==> src/core/psi_pkg.sv <==
// Purpose: shared constants and types of the power stage generator input stage
// Assumes: 8-bit register port, 100 MHz generator clock
// Notes: register offsets are word indices on the plain register port
package psi_pkg;

    // register map
    localparam logic [1:0] ADDR_CTRL_A = 2'h0;
    localparam logic [1:0] ADDR_CTRL_B = 2'h1;
    localparam logic [1:0] ADDR_MISC = 2'h2;
    localparam logic [1:0] ADDR_STATUS = 2'h3;

    // misc register fields
    localparam int MISC_KILL_A_BIT = 0;
    localparam int MISC_KILL_B_BIT = 1;
    localparam int MISC_RELEASE_BIT = 2;

    // status register fields
    localparam int STAT_ACT_A_BIT = 0;
    localparam int STAT_ACT_B_BIT = 1;
    localparam int STAT_BUSY_A_BIT = 2;
    localparam int STAT_BUSY_B_BIT = 3;
    localparam int STAT_HALT_BIT = 4;

    // reset values
    localparam logic [7:0] CTRL_RESET = 8'h00;
    localparam logic [1:0] KILL_RESET = 2'h0;
    localparam logic [7:0] RDATA_RESET = 8'h00;

    // digital noise filter length in generator clock cycles
    localparam int FILTER_CYCLES = 4;

    // running mode codes from the counter core
    localparam logic [1:0] RUN_ONE_RAMP = 2'h0;
    localparam logic [1:0] RUN_TWO_RAMP = 2'h1;
    localparam logic [1:0] RUN_FOUR_RAMP = 2'h2;
    localparam logic [1:0] RUN_CENTERED = 2'h3;

    // input mode field codes
    localparam logic [3:0] MODE_NONE = 4'h0;
    localparam logic [3:0] MODE_1 = 4'h1;
    localparam logic [3:0] MODE_2 = 4'h2;
    localparam logic [3:0] MODE_3 = 4'h3;
    localparam logic [3:0] MODE_4 = 4'h4;
    localparam logic [3:0] MODE_5 = 4'h5;
    localparam logic [3:0] MODE_6 = 4'h6;
    localparam logic [3:0] MODE_7 = 4'h7;
    localparam logic [3:0] MODE_8 = 4'h8;
    localparam logic [3:0] MODE_9 = 4'h9;
    localparam logic [3:0] MODE_14 = 4'hE;

    // per-half control register layout
    typedef struct packed {
        logic src_cmp;
        logic filt_en;
        logic edge_sel;
        logic lvl_hi;
        logic [3:0] mode;
    } psi_half_cfg_t;

    // one-hot sub-cycle phase of the counter core
    typedef struct packed {
        logic ot1;
        logic dt1;
        logic ot0;
        logic dt0;
    } psi_phase_t;

    // requests to the counter and dead-time core
    typedef struct packed {
        logic halt;
        logic clear_cnt;
        logic jump_b;
        logic jump_a;
        logic hold_b;
        logic hold_a;
        logic off_b;
        logic off_a;
    } psi_req_t;

    localparam psi_req_t REQ_RESET = 8'h00;

    // per-half sequencing states
    typedef enum logic [6:0] {
        ST_IDLE = 7'h01,
        ST_HOLD = 7'h02,
        ST_OPP = 7'h04,
        ST_WAIT = 7'h08,
        ST_BURST = 7'h10,
        ST_HALT = 7'h20,
        ST_MASK = 7'h40
    } psi_state_t;

endpackage

==> src/core/psi_input_stage.sv <==
// Purpose: retrigger and fault input stage for both halves of the generator
// Assumes: counter core supplies phase, half-end and ramp-start pulses on clk
// Notes: async_kill is the one combinational output, it must work clockless
`timescale 1ns/1ns
`default_nettype none

module psi_input_stage (
    input wire logic clk,
    input wire logic nrst,
    input wire logic [1:0] fault_retrigger_pin,
    input wire logic [1:0] comparator_result,
    input wire logic [1:0] running_mode,
    input wire psi_pkg::psi_phase_t phase,
    input wire logic [1:0] half_end,
    input wire logic ramp_start,
    input wire logic [1:0] reg_addr,
    input wire logic [7:0] reg_wdata,
    input wire logic reg_wr,
    input wire logic reg_rd,
    output logic [7:0] reg_rdata,
    output psi_pkg::psi_req_t core_req,
    output logic [1:0] async_kill
);

    // window of a half: A lives in dt0/ot0, B in dt1/ot1
    function automatic logic half_window(input logic hsel, input psi_pkg::psi_phase_t p);
        half_window = hsel ? (p.dt1 | p.ot1) : (p.dt0 | p.ot0);
    endfunction

    logic [7:0] ctrl_reg [2];
    logic [1:0] kill_reg;
    logic [7:0] rdata_reg;
    psi_pkg::psi_req_t req_reg;
    psi_pkg::psi_req_t req_next;
    psi_pkg::psi_state_t st_reg [2];
    psi_pkg::psi_state_t st_next [2];
    logic [3:0] sync1_reg;
    logic [3:0] sync2_reg;
    logic [psi_pkg::FILTER_CYCLES-2:0] hist_reg [2];
    logic [1:0] filt_reg;
    logic [1:0] act_prev_reg;

    psi_pkg::psi_half_cfg_t cfg [2];
    wire logic [1:0] sel_in;
    wire logic [1:0] filt_same;
    wire logic [1:0] sig;
    wire logic [1:0] act;
    wire logic [1:0] ev;
    wire logic [1:0] win;
    wire logic [1:0] own_ot;
    wire logic centered;
    wire logic one_ramp;
    wire logic wr_misc;
    wire logic release_halt;
    wire logic [7:0] status_word;
    wire logic [7:0] rd_mux;
    logic [1:0] off;
    logic [1:0] hold;
    logic [1:0] jump;
    logic [1:0] clr;
    logic [1:0] halt;
    logic mode4_any;

    assign cfg[0] = psi_pkg::psi_half_cfg_t'(ctrl_reg[0]);
    assign cfg[1] = psi_pkg::psi_half_cfg_t'(ctrl_reg[1]);
    assign centered = (running_mode == psi_pkg::RUN_CENTERED);
    assign one_ramp = (running_mode == psi_pkg::RUN_ONE_RAMP);

    // per-half input conditioning and window
    for (genvar h = 0; h < 2; h++) begin : g_half
        // select after the synchroniser, so a source switch never feeds a raw pin to logic
        assign sel_in[h] = cfg[h].src_cmp ? sync2_reg[2+h] : sync2_reg[h];
        assign filt_same[h] = (hist_reg[h] == {(psi_pkg::FILTER_CYCLES-1){sel_in[h]}});
        assign sig[h] = cfg[h].filt_en ? filt_reg[h] : sel_in[h];
        assign act[h] = cfg[h].lvl_hi ? sig[h] : ~sig[h];
        // edge or level acting per half
        assign ev[h] = cfg[h].edge_sel ? (act[h] & ~act_prev_reg[h]) : act[h];
        // centered: never; one ramp: always; else own half only
        assign win[h] = ~centered & (one_ramp | half_window(h == 1, phase));
        assign own_ot[h] = h ? phase.ot1 : phase.ot0;
    end

    // direct kill path, no clock involved, pin polarity from level select
    assign async_kill[0] = kill_reg[0] & ~(fault_retrigger_pin[0] ^ cfg[0].lvl_hi);
    assign async_kill[1] = kill_reg[1] & ~(fault_retrigger_pin[1] ^ cfg[1].lvl_hi);

    // register port decode
    assign wr_misc = reg_wr & (reg_addr == psi_pkg::ADDR_MISC);
    assign release_halt = wr_misc & reg_wdata[psi_pkg::MISC_RELEASE_BIT];
    assign status_word = {3'h0, (st_reg[0] == psi_pkg::ST_HALT) | (st_reg[1] == psi_pkg::ST_HALT),
                          st_reg[1] != psi_pkg::ST_IDLE, st_reg[0] != psi_pkg::ST_IDLE, act[1], act[0]};
    assign rd_mux = (reg_addr == psi_pkg::ADDR_CTRL_A) ? ctrl_reg[0] :
                    (reg_addr == psi_pkg::ADDR_CTRL_B) ? ctrl_reg[1] :
                    (reg_addr == psi_pkg::ADDR_MISC) ? {6'h00, kill_reg} : status_word;

    // per-half sequencer; mode decode on the four-bit field
    always_comb begin
        mode4_any = 1'b0;
        for (int h = 0; h < 2; h++) begin
            st_next[h] = st_reg[h];
            off[h] = 1'b0;
            hold[h] = 1'b0;
            jump[h] = 1'b0;
            clr[h] = 1'b0;
            halt[h] = 1'b0;
            if (cfg[h].mode == psi_pkg::MODE_4 && act[h]) begin
                mode4_any = 1'b1;
            end
            if (cfg[h].mode == psi_pkg::MODE_14 && act[h]) begin
                off[h] = 1'b1;
            end
            unique case (st_reg[h])
                psi_pkg::ST_IDLE: begin
                    if (ev[h] && win[h]) begin
                        // zero and reserved codes fall to no action
                        case (cfg[h].mode)
                            psi_pkg::MODE_1: begin
                                if (one_ramp) begin
                                    clr[h] = 1'b1;
                                end else begin
                                    st_next[h] = psi_pkg::ST_HOLD;
                                end
                            end
                            psi_pkg::MODE_2: begin
                                if (one_ramp) begin
                                    clr[h] = 1'b1;
                                end else begin
                                    jump[h] = 1'b1;
                                    st_next[h] = psi_pkg::ST_OPP;
                                end
                            end
                            psi_pkg::MODE_3: begin
                                if (one_ramp) begin
                                    clr[h] = 1'b1;
                                end else begin
                                    jump[h] = 1'b1;
                                    st_next[h] = psi_pkg::ST_BURST;
                                end
                            end
                            psi_pkg::MODE_5, psi_pkg::MODE_6, psi_pkg::MODE_8: begin
                                clr[h] = one_ramp;
                                jump[h] = ~one_ramp;
                            end
                            psi_pkg::MODE_7: st_next[h] = psi_pkg::ST_HALT;
                            psi_pkg::MODE_9: st_next[h] = psi_pkg::ST_MASK;
                            default: st_next[h] = psi_pkg::ST_IDLE;
                        endcase
                    end
                end
                psi_pkg::ST_HOLD: begin
                    // stall, then run the opposite half once released
                    hold[h] = act[h];
                    if (!act[h]) begin
                        jump[h] = 1'b1;
                        st_next[h] = psi_pkg::ST_IDLE;
                    end
                end
                psi_pkg::ST_OPP: begin
                    // opposite half always completes, release or not
                    if (half_end[1-h]) begin
                        st_next[h] = psi_pkg::ST_WAIT;
                    end
                end
                psi_pkg::ST_WAIT: begin
                    hold[h] = act[h];
                    if (!act[h]) begin
                        st_next[h] = psi_pkg::ST_IDLE;
                    end
                end
                psi_pkg::ST_BURST: begin
                    // skip own on-time while active, leave only outside opposite half
                    if (act[h] && own_ot[h]) begin
                        jump[h] = 1'b1;
                    end else if (!act[h] && !half_window(~h[0], phase)) begin
                        st_next[h] = psi_pkg::ST_IDLE;
                    end
                end
                psi_pkg::ST_HALT: begin
                    halt[h] = ~release_halt;
                    if (release_halt) begin
                        st_next[h] = psi_pkg::ST_IDLE;
                    end
                end
                psi_pkg::ST_MASK: begin
                    // frequency untouched, output back on the next ramp
                    if (ramp_start) begin
                        st_next[h] = psi_pkg::ST_IDLE;
                    end
                end
                default: st_next[h] = psi_pkg::ST_IDLE;
            endcase
            if (st_next[h] inside {psi_pkg::ST_HOLD, psi_pkg::ST_OPP, psi_pkg::ST_WAIT,
                                   psi_pkg::ST_BURST, psi_pkg::ST_MASK}) begin
                off[h] = 1'b1;
            end
        end
        req_next.off_a = off[0] | mode4_any;
        req_next.off_b = off[1] | mode4_any;
        req_next.hold_a = hold[0];
        req_next.hold_b = hold[1];
        req_next.jump_a = jump[0];
        req_next.jump_b = jump[1];
        req_next.clear_cnt = clr[0] | clr[1];
        req_next.halt = halt[0] | halt[1] | (st_next[0] == psi_pkg::ST_HALT) | (st_next[1] == psi_pkg::ST_HALT);
    end

    // two-stage synchroniser, first stage read only by the second
    always_ff @(posedge clk or negedge nrst) begin
        if (!nrst) begin
            sync1_reg <= 4'h0;
            sync2_reg <= 4'h0;
        end else begin
            sync1_reg <= {comparator_result, fault_retrigger_pin};
            sync2_reg <= sync1_reg;
        end
    end

    // filter history: output follows only after four equal samples
    always_ff @(posedge clk or negedge nrst) begin
        if (!nrst) begin
            hist_reg[0] <= '0;
            hist_reg[1] <= '0;
            filt_reg <= 2'h0;
            act_prev_reg <= 2'h0;
        end else begin
            for (int h = 0; h < 2; h++) begin
                hist_reg[h] <= {hist_reg[h][psi_pkg::FILTER_CYCLES-3:0], sel_in[h]};
                if (filt_same[h]) begin
                    filt_reg[h] <= sel_in[h];
                end
            end
            act_prev_reg <= act;
        end
    end

    // configuration registers
    always_ff @(posedge clk or negedge nrst) begin
        if (!nrst) begin
            ctrl_reg[0] <= psi_pkg::CTRL_RESET;
            ctrl_reg[1] <= psi_pkg::CTRL_RESET;
            kill_reg <= psi_pkg::KILL_RESET;
        end else begin
            if (reg_wr && reg_addr == psi_pkg::ADDR_CTRL_A) begin
                ctrl_reg[0] <= reg_wdata;
            end
            if (reg_wr && reg_addr == psi_pkg::ADDR_CTRL_B) begin
                ctrl_reg[1] <= reg_wdata;
            end
            if (wr_misc) begin
                kill_reg <= {reg_wdata[psi_pkg::MISC_KILL_B_BIT], reg_wdata[psi_pkg::MISC_KILL_A_BIT]};
            end
        end
    end

    // state, requests and read data; read data valid only the cycle after the strobe
    always_ff @(posedge clk or negedge nrst) begin
        if (!nrst) begin
            st_reg[0] <= psi_pkg::ST_IDLE;
            st_reg[1] <= psi_pkg::ST_IDLE;
            req_reg <= psi_pkg::REQ_RESET;
            rdata_reg <= psi_pkg::RDATA_RESET;
        end else begin
            st_reg[0] <= st_next[0];
            st_reg[1] <= st_next[1];
            req_reg <= req_next;
            rdata_reg <= reg_rd ? rd_mux : psi_pkg::RDATA_RESET;
        end
    end

    assign core_req = req_reg;
    assign reg_rdata = rdata_reg;

    // checks
    property p_centered_quiet;
        @(posedge clk) disable iff (!nrst)
        (centered && st_reg[0] == psi_pkg::ST_IDLE && st_reg[1] == psi_pkg::ST_IDLE)
            |=> !core_req.jump_a && !core_req.jump_b && !core_req.clear_cnt;
    endproperty
    a_centered_quiet: assert property (p_centered_quiet) else $error("retrigger acted in centered mode");

    property p_jump_two_ramp;
        @(posedge clk) disable iff (!nrst)
        (running_mode == psi_pkg::RUN_TWO_RAMP && cfg[0].mode == psi_pkg::MODE_8
            && st_reg[0] == psi_pkg::ST_IDLE && ev[0] && (phase.dt0 || phase.ot0)) |=> core_req.jump_a;
    endproperty
    a_jump_two_ramp: assert property (p_jump_two_ramp) else $error("retrigger did not end half A");

    property p_clear_one_ramp;
        @(posedge clk) disable iff (!nrst)
        (one_ramp && cfg[1].mode == psi_pkg::MODE_8 && st_reg[1] == psi_pkg::ST_IDLE && ev[1])
            |=> core_req.clear_cnt && !core_req.jump_b;
    endproperty
    a_clear_one_ramp: assert property (p_clear_one_ramp) else $error("one ramp retrigger did not clear");

    property p_window_b;
        @(posedge clk) disable iff (!nrst)
        (running_mode == psi_pkg::RUN_FOUR_RAMP && st_reg[1] == psi_pkg::ST_IDLE
            && !phase.dt1 && !phase.ot1) |=> !core_req.jump_b;
    endproperty
    a_window_b: assert property (p_window_b) else $error("input B acted outside its half");

    property p_mode1_hold;
        @(posedge clk) disable iff (!nrst)
        (st_reg[0] == psi_pkg::ST_HOLD && act[0]) |=> core_req.off_a && core_req.hold_a && !core_req.jump_a;
    endproperty
    a_mode1_hold: assert property (p_mode1_hold) else $error("mode 1 hold not kept");

    property p_mode4_off;
        @(posedge clk) disable iff (!nrst)
        (cfg[0].mode == psi_pkg::MODE_4 && act[0]) |=> core_req.off_a && core_req.off_b && !core_req.jump_a;
    endproperty
    a_mode4_off: assert property (p_mode4_off) else $error("mode 4 did not force outputs off");

    property p_halt_sticks;
        @(posedge clk) disable iff (!nrst)
        (st_reg[0] == psi_pkg::ST_HALT && !release_halt) |=> core_req.halt && st_reg[0] == psi_pkg::ST_HALT;
    endproperty
    a_halt_sticks: assert property (p_halt_sticks) else $error("halt dropped without software");

    property p_filter_blocks;
        @(posedge clk) disable iff (!nrst)
        (sel_in[0] != hist_reg[0][0]) |=> $stable(filt_reg[0]);
    endproperty
    a_filter_blocks: assert property (p_filter_blocks) else $error("filter passed a short pulse");

    property p_async_kill;
        @(posedge clk) disable iff (!nrst)
        (kill_reg[1] && (fault_retrigger_pin[1] == cfg[1].lvl_hi)) |-> async_kill[1];
    endproperty
    a_async_kill: assert property (p_async_kill) else $error("async kill not asserted");

    property p_mode14_off;
        @(posedge clk) disable iff (!nrst)
        (cfg[1].mode == psi_pkg::MODE_14 && act[1]) ##1 act[1] |-> core_req.off_b;
    endproperty
    a_mode14_off: assert property (p_mode14_off) else $error("mode 14 output not off");

    property p_mask_until_ramp;
        @(posedge clk) disable iff (!nrst)
        (st_reg[0] == psi_pkg::ST_MASK && !ramp_start) |=> core_req.off_a && st_reg[0] == psi_pkg::ST_MASK;
    endproperty
    a_mask_until_ramp: assert property (p_mask_until_ramp) else $error("mode 9 mask ended early");

endmodule

`default_nettype wire

==> config.mk <==
export PLATFORM = sky130hd
export DESIGN_NAME = psi_input_stage
export DESIGN_NICKNAME = d
export VERILOG_FILES = /design/src/core/psi_pkg.sv /design/src/core/psi_input_stage.sv
export SDC_FILE = /design/constraint.sdc
export NUM_CORES = 1
export LEC_CHECK = 0
export ABC_CLOCK_PERIOD_IN_PS = 2200
export BUFFER_PORTS_ARGS = -buffer_cell sky130_fd_sc_hd__buf_2
export CORE_MARGIN = 4
export CORE_UTILIZATION = 30
export CTS_BUF_LIST = sky130_fd_sc_hd__clkbuf_4 sky130_fd_sc_hd__clkbuf_8
export DETAILED_ROUTE_END_ITERATION = 8
export HOLD_SLACK_MARGIN = 0.02
export SYNTH_ARGS = -nofsm -noshare
export SYNTH_HDL_FRONTEND = slang
export SYNTH_SLANG_ARGS = --single-unit
==> constraint.sdc <==
create_clock -name clk -period 2.2 [get_ports clk]
set_input_delay 0 -clock clk [delete_from_list [all_inputs] [get_ports clk]]
set_output_delay 0 -clock clk [all_outputs]
set_load 0.02 [all_outputs]
==> metrics.csv <==
stage,metric,value,unit
setup_path,critPathMaxFanout,8,
setup_path,rr_startpoint,cfg[15],
yosys,syn_avg_cell_area,9.936,sq um
routing,initialDrtViolationCount,159,
timing,fmax,0.4174,GHz
timing,fin_skew,18.49,ps
yosys,ys_top_cells_by_area,"dfrtp_1 (45%), mux2_2 (4.8%), mux2i_1 (2.8%)",
routing,wl,10120,um
grt,grt_overflow_total,0,
placed_design,dpl.cell_count,584,
outcome,outcome,"finished, violations left",
grt,antenna_found_initial,0,
placed_design,gp_congestion,0.8955,
timing,tightest_slew,712.4,ps
cts,htree_num_levels,3,
yosys,synthesis.area,0.003527,sq mm
grt,grtUsageMet1,21.97,%
placed_design,placed_cell_area,0.004319,sq mm
layout,layout-drive-gt1-share,33.40,%
cts,clk_transition_reported_paths,90,ps
setup_path,path_class,reg -> reg,
cts,worstSkewPairLatency,350,ps
setup_path,path_cells,mux2_4 -> mux2i_4 -> xnor2_4 -> o31a_1 -> o32a_1 -> or4_1,
layout,final_cells,619,
yosys,synth_top_cell_by_area,dfrtp_1,
min_path,min_path_type,in -> reg,
yosys,synth_cell_type_count,65,
cts,cts_tree,done,
yosys,synth_edf_count,0,
routing,avgRoutedWirePerCell,16.34,um
routing,drc,0,
yosys,seq_area_frac_synth,46.90,%
floorplanning,pin_count,45,
timing,setup_viol,2,
yosys,synthesis.nets,382,
setup_path,cp.arrival,2610,ps
yosys,synthTopCellsByCount,"dfrtp_1 (64), nor2_1 (26), nand2_1 (21)",
floorplanning,die_area,0.01356,sq mm
grt,met2_usage,25.48,%
yosys,synth_flop_cell,dfrtp_1,
grt,grt_usage,15.72,%
floorplanning,die_h,116.4,um
floorplanning,die_w,116.4,um
setup_path,critPathTopFamily,compound AO/OA/AOI/OAI gates,
yosys,yosysWarnings,0,
layout,fin_nets,498,
yosys,ys_async_sr_fraction,100.0,%
setup_path,crit_path_start_kind,flop,
routing,routed_via_density,5.187,
timing,hold_viol_final,0,
routing,num_vias,3211,
layout,largest_reg_flops,16,
setup_path,crit_path_end,core_req[0],
outcome,violations,negative setup slack,
min_path,whs_path_depth,3,
timing,final.min_clock_period,2396,ps
power,power.density,952.9,mW/mm^2
setup_path,crit_start,cfg[15],
grt,busiest_layer,met2,
setup_path,cp.depth,6,
placed_design,dp_hpwl,7700,um
setup_path,critical_path_buf_inv_count,0,
power,irDropWorstVdd,354.6,uV
power,p_leak,2.217,nW
floorplanning,rows,39,
routing,ant_nets,0,
timing,rsz0062_at_grt,yes,
cts,cts_buffers,9,
layout,fin_util,42.03,%
layout,diodes,0,
placed_design,post-place-ws,-396.3,ps
layout,final_area,0.004820,sq mm
yosys,yosys_register_bits,66,
yosys,netlist.area_leader.share,45.41,%
power,power.total,4.592,mW
setup_path,cpPeakStageDelay,530,ps
grt,first_global_vias,3231,
timing,hold_ws,33.98,ps
grt,use_met3,2.798,%
job,maxCapViolations,0,
timing,worst_slack,-195.7,ps
setup_path,critPathSlowestCell,or4_1,
timing,fin_setup_tns,-229.1,ps
timing,slew_headroom,52.51,%
setup_path,r2r_end,core_req[0],
floorplanning,core-area,0.01147,sq mm
cts,root_buffer,clkbuf_8,
setup_path,crit_path_end_kind,flop,
timing,finalMaxSlewViolations,0,
setup_path,required,2420,ps
grt,grt_pass1_wl,16500,um
layout,area_delta_synth_final,36.64,%
yosys,netlist_instances,355,
placed_design,portBuffers,44,
floorplanning,start_util,30.76,%
yosys,yosysMostFrequentCell,dfrtp_1,
setup_path,reg2reg_slack,-200,ps
grt,grt_max_degree,41,
timing,post-route-period-util,108.9,%
routing,drt-pass1-iter-count,4,
setup_path,rr_worst_depth,6,
cts,clkSinkCount,66,
cts,cts_buffer_depth,2,
layout,fill_cells,1110,
==> area by class of cell <==
| type | count | area [sq um] | area share, % |
|---|---|---|---|
| Inverter | 12 | 45.04 | 0.9346 |
| Clock inverter | 7 | 107.6 | 2.233 |
| Timing Repair Buffer | 121 | 857.1 | 17.78 |
| Tap cell | 143 | 178.9 | 3.712 |
| Multi-Input combinational cell | 261 | 1852 | 38.42 |
| Clock buffer | 9 | 123.9 | 2.570 |
| Sequential cell | 66 | 1655 | 34.35 |
==> repair_timing <==
action	in CTS	in global routing
endpoints found under the hold margin	57	0
resized for setup	5	12
pin swaps	3	3
endpoints found under the setup margin	5	7
setup buffers	1	1
hold buffers	17	0
==> per-layer routing <==
metal  vias up  routed length [um]
met1      1564                4580
met2        87                4880
met4         0                 113
met3        11                 540
li1       1549                   -
met5         -                   0
==> power by group <==
| group | internal, mW | total (mW) | switching, mW |
|---|---|---|---|
| registers | 1.42 | 1.59 | 0.171 |
| logic | 0.846 | 1.79 | 0.941 |
| clock network | 0.662 | 1.22 | 0.555 |
| total | 2.92 | 4.59 | 1.67 |
==> cell usage in the layout (no fill, tap or decap), drive strengths merged, types with 5 or more instances in the layout <==
| cell | netlist | final |
|---|---|---|
| clkbuf | 9 | 9 |
| and2 | 8 | 8 |
| nand2b | 6 | 6 |
| a21oi | 19 | 19 |
| nand3 | 9 | 9 |
| dlygate4sd3 | 0 | 17 |
| o21ai | 20 | 20 |
| nand2 | 21 | 21 |
| xnor2 | 7 | 7 |
| o22ai | 7 | 7 |
| nor3 | 13 | 13 |
| inv | 11 | 15 |
| dfrtp | 64 | 64 |
| a22oi | 6 | 6 |
| buf | 7 | 104 |
| a31oi | 5 | 5 |
| or3 | 7 | 7 |
| mux2 | 19 | 19 |
| nor2b | 9 | 9 |
| nor2 | 26 | 26 |
| mux2i | 10 | 10 |
| or4 | 6 | 6 |
==> how the worst min path moves through the flow <==
stage,startpoint,end,slack (ps)
floorplan,nrst,act_prev_reg[0],-300
global placement,nrst,cfg[11],90
detailed placement,nrst,cfg[9],100
CTS,phase[3],core_req[5],30
global route,phase[3],core_req[5],60
finish,phase[3],core_req[5],30
==> cell families after synthesis <==
logic type	share of synthesized area [%]
compound gates	16.50
xor+xnor	2.731
buf+inv	3.263
flops	46.90
mux	10.29
simple gates	20.33
==> worst min-delay path: cells and delay by family <==
family | cells | cell delay (ps)
and+or+nand+nor | 1 | 60
buffers and inverters | 1 | 120
AOI/OAI and AO/OA | 1 | 140
Power figures use the tool's default switching activity.
